[src/verilog/dtdt_map.vh]
`ifndef DTDT_MAP_VH
`define DTDT_MAP_VH
// Clock period in ns, sized to the time output
`define DTDT_CLK_PERIOD_NS 24'h000005
// Instruction classes
`define DTDT_CLS_NONE 5'h00
`define DTDT_CLS_COPY_RS 5'h01
`define DTDT_CLS_COPY_RD 5'h02
`define DTDT_CLS_COPY_IMM_RM 5'h03
`define DTDT_CLS_COPY_IMM_R 5'h04
`define DTDT_CLS_ACC_LOAD 5'h05
`define DTDT_CLS_ACC_STORE 5'h06
`define DTDT_CLS_TO_SEG 5'h07
`define DTDT_CLS_FROM_SEG 5'h08
`define DTDT_CLS_SEXT 5'h09
`define DTDT_CLS_ZEXT 5'h0A
`define DTDT_CLS_PUSH_SEG 5'h0B
`define DTDT_CLS_POP_SEG 5'h0C
`define DTDT_CLS_SWAP_ACC 5'h0D
`define DTDT_CLS_SWAP_RM 5'h0E
`define DTDT_CLS_IN_FIX 5'h0F
`define DTDT_CLS_IN_VAR 5'h10
`define DTDT_CLS_OUT_FIX 5'h11
`define DTDT_CLS_OUT_VAR 5'h12
`define DTDT_CLS_ADDR_ONLY 5'h13
// Opcode bytes
`define DTDT_OP_ESCAPE 8'h0F
`define DTDT_OP_TO_SEG 8'h8E
`define DTDT_OP_FROM_SEG 8'h8C
`define DTDT_OP_ADDR_ONLY 8'h8D
// Base clock counts, register form and memory form
`define DTDT_CLK_2 6'h02
`define DTDT_CLK_3 6'h03
`define DTDT_CLK_4 6'h04
`define DTDT_CLK_5 6'h05
`define DTDT_CLK_6 6'h06
`define DTDT_CLK_7 6'h07
`define DTDT_CLK_22 6'h16
`define DTDT_CLK_23 6'h17
`define DTDT_CLK_25 6'h19
// Data cycle counts
`define DTDT_DC_0 4'h0
`define DTDT_DC_1 4'h1
`define DTDT_DC_2 4'h2
`define DTDT_DC_6 4'h6
// Penalties
`define DTDT_PEN_TWO_REG 6'h01
`define DTDT_PEN_EVEN_SINGLE 6'h02
`define DTDT_PEN_EVEN_RMW 6'h04
`define DTDT_PEN_ODD_SINGLE 6'h04
`define DTDT_PEN_ODD_RMW 6'h08
// Modrm mode meaning register operand
`define DTDT_MOD_REG 2'h3
`define DTDT_RM_SIB 3'h4
`endif

[src/verilog/dtdt_classify.v]
`timescale 1ns/100ps
`include "dtdt_map.vh"
// Combinational opcode classifier
module dtdt_classify (
    input wire [7:0] op0, // First opcode byte
    input wire [7:0] op1, // Byte after the escape
    output reg [4:0] cls, // Instruction class
    output reg two_byte, // Escape form used
    output reg has_modrm, // Mode/reg/rm byte follows
    output reg [2:0] reg_fld, // Register or segment field
    output reg wide // Full-width operand
);

    ////////////////////////////////////////////////////////////
    // Opcode match; escape byte checked first
    always @*
    begin
        cls = `DTDT_CLS_NONE;
        two_byte = 1'b0;
        has_modrm = 1'b0;
        reg_fld = 3'h0;
        wide = op0[0];
        if (op0 == `DTDT_OP_ESCAPE)
        begin
            two_byte = 1'b1;
            wide = op1[0];
            if (op1[7:1] == 7'h5F)
            begin
                cls = `DTDT_CLS_SEXT;
                has_modrm = 1'b1;
            end
            else if (op1[7:1] == 7'h5B)
            begin
                cls = `DTDT_CLS_ZEXT;
                has_modrm = 1'b1;
            end
        end
        else if (op0[7:1] == 7'h44)
        begin
            cls = `DTDT_CLS_COPY_RS;
            has_modrm = 1'b1;
        end
        else if (op0[7:1] == 7'h45)
        begin
            cls = `DTDT_CLS_COPY_RD;
            has_modrm = 1'b1;
        end
        else if (op0[7:1] == 7'h63)
        begin
            cls = `DTDT_CLS_COPY_IMM_RM;
            has_modrm = 1'b1;
        end
        else if (op0[7:4] == 4'hB)
        begin
            cls = `DTDT_CLS_COPY_IMM_R;
            reg_fld = op0[2:0];
            wide = op0[3];
        end
        else if (op0[7:1] == 7'h50)
            cls = `DTDT_CLS_ACC_LOAD;
        else if (op0[7:1] == 7'h51)
            cls = `DTDT_CLS_ACC_STORE;
        else if (op0 == `DTDT_OP_TO_SEG)
        begin
            cls = `DTDT_CLS_TO_SEG;
            has_modrm = 1'b1;
            wide = 1'b1;
        end
        else if (op0 == `DTDT_OP_FROM_SEG)
        begin
            cls = `DTDT_CLS_FROM_SEG;
            has_modrm = 1'b1;
            wide = 1'b1;
        end
        else if (op0 == `DTDT_OP_ADDR_ONLY)
        begin
            cls = `DTDT_CLS_ADDR_ONLY;
            has_modrm = 1'b1;
            wide = 1'b1;
        end
        else if (op0[7:5] == 3'h0 && op0[2:0] == 3'h6)
        begin
            cls = `DTDT_CLS_PUSH_SEG;
            reg_fld = {1'b0, op0[4:3]};
            wide = 1'b1;
        end
        else if (op0[7:5] == 3'h0 && op0[2:0] == 3'h7 && op0[4:3] != 2'h1)
        begin
            // Code segment cannot be popped, so that slot stays undecoded
            cls = `DTDT_CLS_POP_SEG;
            reg_fld = {1'b0, op0[4:3]};
            wide = 1'b1;
        end
        else if (op0[7:3] == 5'h12)
        begin
            cls = `DTDT_CLS_SWAP_ACC;
            reg_fld = op0[2:0];
            wide = 1'b1;
        end
        else if (op0[7:1] == 7'h43)
        begin
            cls = `DTDT_CLS_SWAP_RM;
            has_modrm = 1'b1;
        end
        else if (op0[7:1] == 7'h72)
            cls = `DTDT_CLS_IN_FIX;
        else if (op0[7:1] == 7'h76)
            cls = `DTDT_CLS_IN_VAR;
        else if (op0[7:1] == 7'h73)
            cls = `DTDT_CLS_OUT_FIX;
        else if (op0[7:1] == 7'h77)
            cls = `DTDT_CLS_OUT_VAR;
    end

endmodule

[src/verilog/dtdt_decode.v]
`timescale 1ns/100ps
`include "dtdt_map.vh"
// Behaviour
// - Time equals clock count times clock period
// - Two-register address adds one cycle
// - Misaligned16 or even 32-bit adds 2/4
// - Odd 32-bit operand adds 4/8
// - Each wait state adds one cycle when the instruction has a data cycle
// - Register count equal or lower, memory count equal or higher
// - Displacement, immediate each count one component
// - Register copy opcodes cost 2/2, 2/4
// - Short immediate-to-register copy takes 2 cycles
// - Accumulator load 4, store 2 cycles
// - Copy to segment 22/23, 0/6 data
// - Copy from segment takes 2 cycles
// - Sign-extend copy costs 3/6, fills sign
// - Zero-extend copy costs 3/6, clears upper
// - Segment stack store 4 cycles, 2 data
// - Segment stack load 25 cycles, 6 data
// - Accumulator swap 3 cycles, no data
// - Port read fixed or variable, one data
// - Port write fixed or variable, one data
// - Address-only load 2 cycles, no memory
module dtdt_decode (
    input wire clk, // Processor clock
    input wire sys_rst, // Asynchronous reset, active high
    input wire ins_valid, // Instruction bytes present
    input wire [7:0] ins_b0, // Opcode byte 0
    input wire [7:0] ins_b1, // Byte 1
    input wire [7:0] ins_b2, // Byte 2
    input wire [7:0] ins_b3, // Byte 3 (index byte in escape forms)
    input wire [1:0] misalign, // 0 aligned, 1 mis16 or even32, 2 odd32
    input wire [7:0] wait_states, // Wait states on this instruction's accesses
    input wire [31:0] ext_src, // Source value for extending copies
    output wire ins_ready, // Ready: low while the execution countdown runs
    output reg dec_valid_ff, // Decode result valid, one cycle
    output reg [4:0] dec_class_ff, // Instruction class
    output reg dec_wide_ff, // Full-width operand
    output reg [2:0] dec_reg_ff, // Register or segment field
    output reg dec_mem_ff, // Memory operand form
    output reg [3:0] dec_len_ff, // Component count
    output reg [3:0] dec_data_cyc_ff, // Data cycle count
    output reg [15:0] dec_clocks_ff, // Total clock count
    output reg [23:0] dec_time_ns_ff, // Execution time in ns
    output reg [31:0] ext_result_ff, // Extended copy result
    output reg busy_ff // Execution countdown running
);

    ////////////////////////////////////////////////////////////
    // Helpers

    // Clock count scaled to time
    function [23:0] to_ns;
        input [15:0] clocks;
        begin
            to_ns = {8'h00, clocks} * `DTDT_CLK_PERIOD_NS;
        end
    endfunction

    // Pick register or memory figure
    function [5:0] pick;
        input mem;
        input [5:0] reg_val;
        input [5:0] mem_val;
        begin
            pick = mem ? mem_val : reg_val;
        end
    endfunction

    ////////////////////////////////////////////////////////////
    // Classification
    wire [4:0] cls; // Class from classifier
    wire two_byte; // Escape form
    wire has_modrm; // Modrm follows opcode
    wire [2:0] reg_fld; // Register field from opcode
    wire wide; // Width bit

    dtdt_classify u_cls (
        .op0(ins_b0),
        .op1(ins_b1),
        .cls(cls),
        .two_byte(two_byte),
        .has_modrm(has_modrm),
        .reg_fld(reg_fld),
        .wide(wide)
    );

    ////////////////////////////////////////////////////////////
    // Modrm fields and address form
    wire [7:0] modrm = two_byte ? ins_b2 : ins_b1; // Mode/reg/rm byte
    wire [7:0] sib = two_byte ? ins_b3 : ins_b2; // Index byte
    wire [1:0] mod_f = modrm[7:6]; // Mode
    wire is_mem = has_modrm && (mod_f != `DTDT_MOD_REG); // Memory form
    wire has_sib = is_mem && (modrm[2:0] == `DTDT_RM_SIB); // Index byte used
    // Index plus base; mod 00 with base 101 has no base register
    wire two_reg = has_sib && (sib[5:3] != 3'h4) && !(mod_f == 2'h0 && sib[2:0] == 3'h5);
    // Base disp with mod 00, rm 101 is a full displacement
    wire disp_only = is_mem && (mod_f == 2'h0) && (modrm[2:0] == 3'h5);
    wire has_disp = is_mem && ((mod_f != 2'h0) || disp_only ||
        (has_sib && sib[2:0] == 3'h5 && mod_f == 2'h0));

    ////////////////////////////////////////////////////////////
    // Base clocks, data cycles, immediate presence
    reg [5:0] base_clk; // Base clock count
    reg [3:0] data_cyc; // Data cycle count
    reg has_imm; // Immediate unit present
    reg mem_acc; // Instruction touches memory
    reg rmw; // Read plus write access
    reg [2:0] out_reg; // Reported register field

    always @*
    begin
        base_clk = 6'h00;
        data_cyc = `DTDT_DC_0;
        has_imm = 1'b0;
        mem_acc = is_mem;
        rmw = 1'b0;
        out_reg = has_modrm ? modrm[5:3] : reg_fld;
        case (cls)
            `DTDT_CLS_COPY_RS:
            begin
                base_clk = pick(is_mem, `DTDT_CLK_2, `DTDT_CLK_2);
                data_cyc = is_mem ? `DTDT_DC_1 : `DTDT_DC_0;
            end
            `DTDT_CLS_COPY_RD:
            begin
                base_clk = pick(is_mem, `DTDT_CLK_2, `DTDT_CLK_4);
                data_cyc = is_mem ? `DTDT_DC_1 : `DTDT_DC_0;
            end
            `DTDT_CLS_COPY_IMM_RM:
            begin
                base_clk = pick(is_mem, `DTDT_CLK_2, `DTDT_CLK_2);
                data_cyc = is_mem ? `DTDT_DC_1 : `DTDT_DC_0;
                has_imm = 1'b1;
            end
            `DTDT_CLS_COPY_IMM_R:
            begin
                base_clk = `DTDT_CLK_2;
                has_imm = 1'b1;
            end
            `DTDT_CLS_ACC_LOAD:
            begin
                base_clk = `DTDT_CLK_4;
                data_cyc = `DTDT_DC_1;
                mem_acc = 1'b1;
            end
            `DTDT_CLS_ACC_STORE:
            begin
                base_clk = `DTDT_CLK_2;
                data_cyc = `DTDT_DC_1;
                mem_acc = 1'b1;
            end
            `DTDT_CLS_TO_SEG:
            begin
                base_clk = pick(is_mem, `DTDT_CLK_22, `DTDT_CLK_23);
                data_cyc = is_mem ? `DTDT_DC_6 : `DTDT_DC_0;
            end
            `DTDT_CLS_FROM_SEG:
            begin
                base_clk = `DTDT_CLK_2;
                data_cyc = is_mem ? `DTDT_DC_1 : `DTDT_DC_0;
            end
            `DTDT_CLS_SEXT, `DTDT_CLS_ZEXT:
            begin
                base_clk = pick(is_mem, `DTDT_CLK_3, `DTDT_CLK_6);
                data_cyc = is_mem ? `DTDT_DC_1 : `DTDT_DC_0;
            end
            `DTDT_CLS_PUSH_SEG:
            begin
                base_clk = `DTDT_CLK_4;
                data_cyc = `DTDT_DC_2;
                mem_acc = 1'b1;
            end
            `DTDT_CLS_POP_SEG:
            begin
                base_clk = `DTDT_CLK_25;
                data_cyc = `DTDT_DC_6;
                mem_acc = 1'b1;
            end
            `DTDT_CLS_SWAP_ACC:
            begin
                base_clk = `DTDT_CLK_3;
                mem_acc = 1'b0;
            end
            `DTDT_CLS_SWAP_RM:
            begin
                base_clk = pick(is_mem, `DTDT_CLK_3, `DTDT_CLK_5);
                data_cyc = is_mem ? `DTDT_DC_2 : `DTDT_DC_0;
                rmw = is_mem;
            end
            `DTDT_CLS_IN_FIX, `DTDT_CLS_IN_VAR:
            begin
                // Fixed form carries a port number byte, counted as immediate
                base_clk = (cls == `DTDT_CLS_IN_FIX) ? `DTDT_CLK_6 : `DTDT_CLK_7;
                data_cyc = `DTDT_DC_1;
                has_imm = (cls == `DTDT_CLS_IN_FIX);
                mem_acc = 1'b0;
            end
            `DTDT_CLS_OUT_FIX, `DTDT_CLS_OUT_VAR:
            begin
                base_clk = (cls == `DTDT_CLS_OUT_FIX) ? `DTDT_CLK_4 : `DTDT_CLK_5;
                data_cyc = `DTDT_DC_1;
                has_imm = (cls == `DTDT_CLS_OUT_FIX);
                mem_acc = 1'b0;
            end
            `DTDT_CLS_ADDR_ONLY:
            begin
                base_clk = `DTDT_CLK_2;
                mem_acc = 1'b0; // No memory access at all
            end
            default:
            begin
                base_clk = 6'h00;
                mem_acc = 1'b0;
            end
        endcase
    end

    ////////////////////////////////////////////////////////////
    // Penalties and total
    reg [5:0] pen_align; // Misalignment penalty
    always @*
    begin
        pen_align = 6'h00;
        if (mem_acc)
        begin
            case (misalign)
                2'h1: pen_align = rmw ? `DTDT_PEN_EVEN_RMW : `DTDT_PEN_EVEN_SINGLE;
                2'h2: pen_align = rmw ? `DTDT_PEN_ODD_RMW : `DTDT_PEN_ODD_SINGLE;
                default: pen_align = 6'h00;
            endcase
        end
    end

    wire [5:0] pen_ea = (two_reg && cls != `DTDT_CLS_NONE) ? `DTDT_PEN_TWO_REG : 6'h00;
    // Waits only matter when a data access exists
    wire [7:0] waits = (data_cyc != `DTDT_DC_0) ? wait_states : 8'h00;
    wire [15:0] total = {10'h000, base_clk} + {10'h000, pen_ea} + {10'h000, pen_align}
        + {8'h00, waits};

    // Components: opcode bytes, modrm, index, one disp, one imm
    wire [3:0] comp = {3'h0, (cls != `DTDT_CLS_NONE)} + {3'h0, two_byte}
        + {3'h0, has_modrm} + {3'h0, has_sib} + {3'h0, has_disp | (cls == `DTDT_CLS_ACC_LOAD)
        | (cls == `DTDT_CLS_ACC_STORE)} + {3'h0, has_imm};

    // Extension result for the two extending copies
    reg [31:0] ext_val; // Extended value
    always @*
    begin
        if (cls == `DTDT_CLS_SEXT)
            ext_val = wide ? {{16{ext_src[15]}}, ext_src[15:0]}
                : {{24{ext_src[7]}}, ext_src[7:0]};
        else
            ext_val = wide ? {16'h0000, ext_src[15:0]} : {24'h000000, ext_src[7:0]};
    end

    ////////////////////////////////////////////////////////////
    // Result registers and execution countdown
    reg [15:0] cnt_ff; // Remaining execution clocks
    wire take = ins_valid && !busy_ff && (cls != `DTDT_CLS_NONE); // New instruction taken
    assign ins_ready = !busy_ff;

    always @(posedge clk or posedge sys_rst)
    begin
        if (sys_rst)
        begin
            dec_valid_ff <= 1'b0;
            dec_class_ff <= `DTDT_CLS_NONE;
            dec_wide_ff <= 1'b0;
            dec_reg_ff <= 3'h0;
            dec_mem_ff <= 1'b0;
            dec_len_ff <= 4'h0;
            dec_data_cyc_ff <= 4'h0;
            dec_clocks_ff <= 16'h0000;
            dec_time_ns_ff <= 24'h000000;
            ext_result_ff <= 32'h00000000;
            busy_ff <= 1'b0;
            cnt_ff <= 16'h0000;
        end
        else
        begin
            dec_valid_ff <= take;
            if (take)
            begin
                dec_class_ff <= cls;
                dec_wide_ff <= wide;
                dec_reg_ff <= out_reg;
                dec_mem_ff <= mem_acc;
                dec_len_ff <= comp;
                dec_data_cyc_ff <= data_cyc;
                dec_clocks_ff <= total;
                dec_time_ns_ff <= to_ns(total);
                ext_result_ff <= ext_val;
                // Busy for total minus one clocks after the taking edge, ready again after the last one
                busy_ff <= (total > 16'h0001);
                cnt_ff <= total - 16'h0001;
            end
            else if (busy_ff)
            begin
                cnt_ff <= cnt_ff - 16'h0001;
                busy_ff <= (cnt_ff > 16'h0001);
            end
        end
    end

endmodule

[config.mk]
export PLATFORM = sky130hd
export DESIGN_NAME = dtdt_decode
export DESIGN_NICKNAME = d
export VERILOG_FILES = /design/src/verilog/dtdt_classify.v /design/src/verilog/dtdt_decode.v
export VERILOG_INCLUDE_DIRS = /design/src /design/src/verilog
export SDC_FILE = /design/constraint.sdc
export NUM_CORES = 1
export LEC_CHECK = 0
export ABC_AREA = 0
export CAP_MARGIN = 25
export CORE_MARGIN = 5
export CORE_UTILIZATION = 49
export CTS_CLUSTER_SIZE = 8
export DETAILED_ROUTE_END_ITERATION = 8
export DONT_BUFFER_PORTS = 1
export GPL_TIMING_DRIVEN = 0
export PLACE_DENSITY = 0.63
export SLEW_MARGIN = 20
export SYNTH_ARGS = -nofsm -noshare
export SYNTH_HDL_FRONTEND = slang
export SYNTH_SLANG_ARGS = --single-unit
[constraint.sdc]
create_clock -name clk -period 3.09 [get_ports clk]
set_clock_uncertainty 0.2 [all_clocks]
set_input_delay 0.309 -clock clk [delete_from_list [all_inputs] [get_ports clk]]
set_output_delay 0.309 -clock clk [all_outputs]
set_load 0.01 [all_outputs]
### Yosys cells after proc, flatten, opt, wreduce, memory -nomap -nowiden

Index checks and enable logic that the tools add are counted.

| storage, ports and cells | value |
|---|---|
| word-level logic and storage cells | 203 |
| input port bits | 77 |
| flip-flop bits (word level) | 103 |

| operators by class | value |
|---|---|
| add/subtract/negate cells | 10 |
| bitwise logic cells | 2 |
| multiply operators | 1 |
| equal/unequal tests | 47 |
| mux-type cells | 93 |
| reduce and logical (&&, ||, !) cells | 36 |
| order comparisons | 2 |

Operator list:

| kind | number |
|---|---|
| $mux 5 | 19 |
| $eq 7x7->1 const B | 12 |
| $mux 32 | 2 |
| $mux 3 | 19 |
| $pmux 5 s10 | 1 |
| $mux 16 | 3 |
| $eq 5x4->1 const B | 8 |
| $mux 1 | 38 |
| $eq 5x5->1 const B | 5 |
| $eq 8x8->1 const B | 3 |
| $eq 5x3->1 const B | 4 |
| $pmux 3 s6 | 1 |
| $reduce_or 6->1 | 3 |
| $gt 16x1->1 const B | 1 |
| $logic_and 1x1->1 | 16 |
| $mux 8 | 2 |
| $sub 16x1->16 const B | 1 |
| $eq 3x3->1 const B | 5 |
| $mul 9x3->12 const B | 1 |
| $mux 4 | 3 |
| $eq 5x2->1 const B | 2 |
| $reduce_or 2->1 | 5 |
| $sub 9x1->10 const B | 1 |
| $add 8x8->9 | 1 |
| 30 further kinds | 35 |

### Longest topological paths before layout

Gate-level depths: netlist of run 1.

| logic depth | value |
|---|---|
| word-level depth | 28 |
| mapped depth | 28 |

### Hierarchy

Synthesis of run 1 repeated with hierarchy kept, for this count alone.

| unflattened totals | value |
|---|---|
| cells, all modules | 696 |
| area, all modules | 5731.7 um2 |

Modules (own cells, without submodules):

| module | area an instance (um2) | times used | seq. area each (um2) | cells each |
|---|---|---|---|---|
| dtdt_decode | 5177.5 | 1 | 1751.7 | 610 |
| dtdt_classify | 554.3 | 1 | 0.0 | 86 |

### Worst setup path after synthesis of run 1

Ideal clock, no wire load.

| timing path | value |
|---|---|
| kind | in2reg |
| from | in ins_b0[1] |
| to | reg dec_time_ns_ff[10] |
| slack | -2704 ps |
| stages on the path | 27 |
| buffers on the path | 1 |
| arrival time | 5460 ps |
| path through | buf_4 -> and4bb_2 -> nand2_2 -> a2bb2oi_1 -> a2111oi_2 -> o21ai_0 -> a31oi_1 -> nor3_1 -> or4b_1 -> fa_1 -> inv_1 -> ha_1 -> inv_1 -> fa_1 -> nor2b_1 -> o21ai_0 -> a21boi_0 -> o21ai_0 -> xnor2_1 -> and2_1 -> ha_1 -> ha_1 -> a21oi_1 -> o21bai_1 -> a21oi_1 -> xnor2_1 -> o21ai_0 |

| between the ends | value |
|---|---|
| cells in the longest elaborated chain, start to end | 27 |
| elaborated cells between the ends (all ways) | 120 |

Ends and longest elaborated chain:

| what | RTL line | source |
|---|---|---|
| from (decl) | dtdt_decode.v:28 | `input wire [7:0] ins_b0,` |
| branches (longest 25 deep; another with $eq 7x7->1) | n/a |  |
| $add 8x8->9 (*) | dtdt_decode.v:239 | `+ {8'h00, waits};` |
| via total[7] | dtdt_decode.v:238 | `wire [15:0] total = {10'h000, base_clk} + {10'h000, pen_ea} + {10'h000, pen_align}` |
| $mul 9x3->12 (no line) (*) | n/a |  |
| to (signal assigned) | dtdt_decode.v:292 | `dec_time_ns_ff <= to_ns(total);` |
| to (decl) | dtdt_decode.v:44 | `output reg [23:0] dec_time_ns_ff,` |

Mark *: on every way through the listed nets, which the timed path passes.
A chain may end at the register's enable or synchronous reset.

### Worst setup path in the final report of run 1

| timing path | value |
|---|---|
| from | in ins_b0[3] |
| to | reg dec_time_ns_ff[9] |

The elaborated chain is that of the path after synthesis.

==> summary.md, run 1 <==
| Metric | Value |
|---|---|
| Syn. warnings | 0 |
| Total power draw | just over 3 mW |
| Reg2reg path depth | 6 |
| Layout cell share with drive strength beyond 1 | 33.0% |
| H-tree levels | 3 |
| Grt ovf | 0 |
| Post-DP HPWL | ~13,000 um |
| Post-layout util | roughly two thirds |
| Slowest cell on crit path | or4b_4 |
| WL/cell | 19.9 um |
| Vias in the first global route | 5,413 |
| Violated checks | setup timing |
| Final hold slack | 0.0168 ns |
| Commonest cells post-synth | nand2_1, dfrtp_1, a21oi_1, buf_4, nor2_1 |
| First-pass GRT wire length | roughly 28,000 um |
| Worst r2r src | cnt_ff[9] |
| Die Ht | about 120 um |
| Hold path startpoint | ext_src[15] |
| Final setup viols | 35 |
| Die area | about 14,000 um2 |
| Number of flops mapped to enable cells by yosys | 0 |
| CP Max Fanout | 6 |
| Root buf cell | clkbuf_16 |
| Relative max-transition margin | a little under half |
| GP Congestion | a little under 1 |
| Post-placement cell count | approximately 830 |
| Yosys reg bits | 70 |
| Die Width | roughly 120 um |
| Detail Route Antenna Nets | 0 |
| Most used DFF post-synth | dfrtp_1 |
| Via count | between 5,000 and 6,000 |
| Final std cells w/o fill | just over 900 |
| Setup TNS | -50.46 ns |
| Final WS setup | -2.26 ns |
| Buffers on Ports | 0 |
| Status | complete, but fails checks |
| Syn_area_per_cell | 8.38 um2 |
| Register-to-register setup slack | approximately 0.17 ns |
| Pre-CTS setup slack | -3.30 ns |
| Seq/Total Area, Yosys | a little under a third |
| All-Layer GR Usage | between 20% and 30% |
| Most used cell, CP | inv_2 |
| Cells after Synth | between 600 and 700 |
| Synth top area cells | dfrtp_1, nand2_1, ha_1 |
| Worst setup path startpoint | ins_b0[3] |
| CP peak stage delay | approximately 0.5 ns |
| Min Tclk post-route | about 5.3 ns |
| Netlist cell types | 83 |
| Worst Tran Pin Value | approximately 0.8 ns |
| Final instance area | between 7000 and 8000 um2 |
| CTS tree | done |
| DRC | 0 |
| P&R area growth vs syn | 34.7% |
| Post-synth top area share | 31.3% |
| Critical Path End | dec_time_ns_ff[9] |
| Worst-Skew Late Latency | 0.34 ns |
| Num rows | 39 |
| Power Density | approximately 410 nW/um2 |
| Worst hold path type | primary input to flip-flop |
| RSZ-0062 raised after global routing | yes |
| CTS Buf Count | 9 |
| Critical path type | primary input to flip-flop |
| Net count, final | ~880 |
| Fmax | about 0.19 GHz |
| Critical Path Sink Type | flip-flop |
| Io pins | 170 |
| Final worst path period share | 173% |
| Pleak | between 3 and 4 nW |
| Total Wirelength | ~18,000 um |
| Final Slew Violations | 0 |
| Worst Setup Start Kind | primary input |
| Initial antenna violation count | 3 |
| Hold Violations, Final | 0 |
| Max Cap Viol | 0 |
| Cell area after synthesis | about 5600 um2 |
| Largest net degree at the start of global routing | 50 |
| Initial core utilization | 49.4% |
| RR Endpoint | cnt_ff[15] |
| Critical Path AT | 5.34 ns |
| Initial DRT Pass Iterations | 4 |
| Most instantiated library cell after synthesis | nand2_1 |
| WP data required | approximately 3.1 ns |
| Core area | 11,300 um2 |
| DP Area | approximately 6100 um2 |
| Post-synth ARST share | between 90% and 100% |
| Vias per cell | 5.75 |
| CTS Sinks | 70 |
| Clock Pin Slew Worst Setup and Hold Paths | around 0.06 ns |
| Clock Tree Buf Depth | 2 |
| Max IR drop VDD | 352 uV |
| 1st-iter DRT viols | 258 |
| Area leader, netlist | dfrtp_1 |
-- layout by cell type (no fill, tap or decap), drive strengths merged, types with 14 or more instances in the layout --
cell type / count
o21ai: 25
nand3: 32
dlygate4sd3: 19
nor3: 14
inv: 28
nor2: 46
a21oi: 55
nand2: 105
buf: 111
clkbuf: 24
ha: 28
dfrtp: 70
conb: 21
xnor2: 17
-- routing by layer --
metal	part of all wire [%]	GRT usage [%]	vias up	wire (um)
met1	39	31.2	2572	7110
met3	6.2	5.71	41	1140
met5	0	0	-	0
met2	51	47.0	193	9360
li1	-	-	2488	-
met4	3.8	12.4	0	690
-- kinds of logic (layout without fill, tap and decap cells) --
group,after synthesis,after routing,synth area share (%)
XOR/XNOR,28,28,4.39
other,1,24,0.0671
flip-flops,70,70,31.3
AO/OA/AOI/OAI,138,138,16.1
buffers and inverters,99,187,10.3
adder cells (fa/ha/maj),36,36,9.14
multiplexers,6,6,1.23
AND/OR/NAND/NOR,289,289,27.5
-- worst max-delay path, delay by kind of cell --
family | cells | cell delay, ns
fa+ha+maj | 6 | 1.76
buf+inv | 8 | 0.65
simple gates | 2 | 0.57
compound gates | 10 | 1.61
xor+xnor | 3 | 0.43
-- repair_timing --
item,in CTS,in global routing
buffers inserted,41,17
gates resized for setup,71,46
endpoints found under the hold margin,89,0
hold buffers,19,0
pin swaps,49,34
endpoints found under the setup margin,36,37
-- registers in the layout, summed over array words and instances, names as in the netlist --
signal and count:
busy_ff 1, cnt_ff 16, dec_class_ff 5, dec_clocks_ff 7, dec_data_cyc_ff 3, dec_len_ff 3
dec_mem_ff 1, dec_reg_ff 3, dec_time_ns_ff 12, dec_valid_ff 1, dec_wide_ff 1, ext_result_ff 17
-- worst min path at each step --
stage	endpoint	slack (ns)	cells past startpoint
2_1_floorplan	ext_result_ff[0]	0.21	2
3_3_place_gp	ext_result_ff[1]	0.22	2
3_5_place_dp	dec_len_ff[2]	-0.04	1
4_1_cts	ext_result_ff[30]	0.005	2
5_1_grt	ext_result_ff[30]	0.05	2
6_report	ext_result_ff[30]	0.02	2
-- area by class of cell --
type	count	area, um2
diodes	3	7.51
plain buffers	71	543
clock buffers	10	229
clock inverters	6	70.1
fillers	912	3790
inverters	27	114
multi-input cells	518	3960
flip-flops and latches	70	1750
well taps	143	179
repair buffers	73	676
-- where the power goes --
part           leakage, nW  total (mW)  internal [mW]  switching [mW]
sequential           0.952        1.20           1.04           0.157
combinational         2.39       0.835          0.412           0.423
clock                0.135        1.04          0.629           0.413
total                 3.48        3.08           2.09           0.993
No activity file was read; power rests on OpenSTA's default activity.
==> inputs of run 2 (changes only) <==
Settings changed: CORE_UTILIZATION 49 to 25, PLACE_DENSITY 0.63 to 0.37.
Clock period 3.09 ns to 5.8 ns, I/O delays scaled along.
==> run 2 against run 1 <==
Compared with the run above:
- the flow now finishes without violations
- total power is 49% lower
- critical path depth fell by 3
- routed wire length is 4.9% higher
- first-iteration DRC count up 3.9%
- sequential power down 47%
- largest cell class unchanged
- via count is 5.6% lower
- setup slack gained 2.4 ns
- core utilization down 33 points
==> summary.md, run 2 (synthesis results as in run 1) <==
| Metric | Value |
|---|---|
| Num rows | 54 (+38%) |
| Register-to-register setup slack | 2.95 ns (+2.78 ns) |
| Initial antenna violation count | 2 (-1) |
| Pleak | 3.32 nW (-4.6%) |
| Core area | 21,900 um2 (+93%) |
| Clock Tree Buf Depth | 2 (unchanged) |
| Switching Share | 31.6% (-0.67 points) |
| Critical Path AT | 5.63 ns (+0.29 ns) |
| Worst setup path startpoint | ins_b0[1] |
| Reg2reg path depth | 6 (unchanged) |
| Final setup viols | 0 (-100%) |
| Power share of the clock group | 34.3% (+0.5 points) |
| Cell internal pwr | 1.08 mW (-48%) |
| Post-placement cell count | 968 (+16%) |
| CP peak stage delay | 0.53 ns (+0.03 ns) |
| Pre-CTS setup slack | -1.46 ns (+1.84 ns) |
| Initial DRT Pass Iterations | 5 (+1) |
| Clock Pin Slew Worst Setup and Hold Paths | 0.06 ns (about the same) |
| Top flop regs | ext_result_ff: 17 flops, cnt_ff: 16 flops, dec_time_ns_ff: 12 flops |
| Worst hold path type | primary input to flip-flop |
| Die Width | 160 um (+37%) |
| Hold Violations, Final | 0 (unchanged) |
| Worst Tran Pin Value | 0.829 ns (+0.0372 ns) |
| Max Cap Viol | 0 (unchanged) |
| Largest net degree at the start of global routing | 40 (-20%) |
| Root buf cell | clkbuf_16 |
| Hold path startpoint | ext_src[6] |
| Vias per cell | 4.89 (-15%) |
| CTS tree | done |
| Comb pwr share | 25.0% (-2.1 points) |
| CP Max Fanout | 5 (-1) |
| Worst Setup Start Kind | primary input |
| Final std cells w/o fill | 1,021 (+11%) |
| Initial core utilization | 25.5% (-24 points) |
| CTS Sinks | 70 (unchanged) |
| Critical path type | primary input to flip-flop |
| Final Slew Violations | 0 (unchanged) |
| Power Density | 218 nW/um2 (-47%) |
| Commonest cells after routing, fill and taps aside | nand2_1, buf_4, dfrtp_1 |
| CTS Buf Count | 9 (unchanged) |
| Net count, final | 849 (-3.9%) |
| P&R area growth vs syn | 29.3% |
| Total Wirelength | 19,200 um (+4.9%) |
| Buffers on Ports | 0 (unchanged) |
| Status | complete, no violations |
| Switching Power | 497 uW (-50%) |
| WP data required | 5.80 ns (+2.71 ns) |
| Fmax | roughly 0.18 GHz |
| 1st-iter DRT viols | 268 (+3.9%) |
| Post-layout util | 33.0% (-33 points) |
| Diode count | 0 (-3) |
| Max IR drop VDD | 111 uV (-68%) |
| GP Congestion | 0.854 (-12%) |
| Final WS setup | 0.174 ns (+2.43 ns) |
| Die Ht | 160 um (+37%) |
| Final worst path period share | between 90% and 100% |
| Grt ovf | 0 (unchanged) |
| Vias in the first global route | 4,995 (-7.7%) |
| Worst-Skew Late Latency | 0.33 ns (about the same) |
| Relative max-transition margin | 44.6% (-2.1 points) |
| Max reg flops | 17 (unchanged) |
| DRC | 0 (unchanged) |
| Via count | 4,996 (-5.6%) |
| Slowest cell on crit path | fa_1 |
| Io pins | 170 (unchanged) |
| Die area | 25,400 um2 (+87%) |
| Most used cell, CP | a21oi_4 |
| Critical Path End | dec_time_ns_ff[10] |
| All-Layer GR Usage | 14.5% (-12 points) |
| Reg with most FFs | ext_result_ff |
| Reg power frac | 40.7% (+1.7 points) |
| RR Endpoint | cnt_ff[15] |
| Layout cell share with drive strength beyond 1 | 27.7% (-5.4 points) |
| Post-DP HPWL | 14,700 um (+13%) |
| Commonest non-fill, non-tap cell in the layout | nand2_1 |
| WL/cell | 18.8 um (-5.3%) |
| Worst r2r src | cnt_ff[8] |
| Critical Path Sink Type | flip-flop |
| Min Tclk post-route | between 5 and 6 ns |
| First-pass GRT wire length | 29,500 um (+4.6%) |
| Detail Route Antenna Nets | 0 (unchanged) |
| Setup TNS | 0 ns (+50.46 ns) |
| H-tree levels | 3 (unchanged) |
-- run 2: final cells by class --
cell class	instances	area, um2
fill	2275	14700
tap	280	350
inverter	27	106
clock buffer	12	236
sequential	70	1750
multi-input combinational	518	3830
timing repair buffer	39	355
clock inverter	4	47.5
buffer	71	548
-- run 2: worst min path at each step --
stage / endpoint / cells after the start
after floorplan: dec_data_cyc_ff[0] / 2
after global placement: ext_result_ff[1] / 2
after detailed placement: ext_result_ff[7] / 1
after CTS: ext_result_ff[7] / 2
after global routing: ext_result_ff[7] / 2
final: ext_result_ff[6] / 2
-- run 2: what timing repair did --
action / CTS / global route
gates cloned: 0 / 2
gates resized for setup: 43 / 56
setup buffers: 12 / 23
hold buffers: 1 / 0
hold endpoints to repair: 31 / 0
pin swaps: 15 / 40
setup endpoints to repair: 15 / 5
-- run 2: critical path: cells and delay by family --
kind | cells | cell delay [ns]
buf+inv | 3 | 0.28
fa+ha+maj | 4 | 1.23
compound gates | 13 | 2.15
xor+xnor | 2 | 0.34
simple gates | 4 | 1.04
-- run 2: per-stage QoR --
step	instance area (um2)	hold slack, ns	power, mW
finish	7230	0.156	1.57
global route	7230	0.140	1.67
CTS	6720	0.139	1.57
detailed placement	6120	0.287	1.01
global placement	6100	0.336	1.00
floorplan	5750	0.307	0.916
-- run 2: power by group through the flow --
stage / clock network, mW / logic, mW / registers, mW
after floorplan: 0 / 0.290 / 0.626
after global placement: 0 / 0.353 / 0.648
after detailed placement: 0 / 0.358 / 0.650
after CTS: 0.555 / 0.373 / 0.642
after global routing: 0.574 / 0.438 / 0.653
final: 0.540 / 0.394 / 0.641
-- run 2: layer usage --
layer  GRT usage (%)  vias up  wire length [um]
met5               0        -                19
met4            3.49        4               139
met3            4.50       10              1480
met2            23.3      164              8970
met1            19.1     2402              8590
li1                -     2416                 -
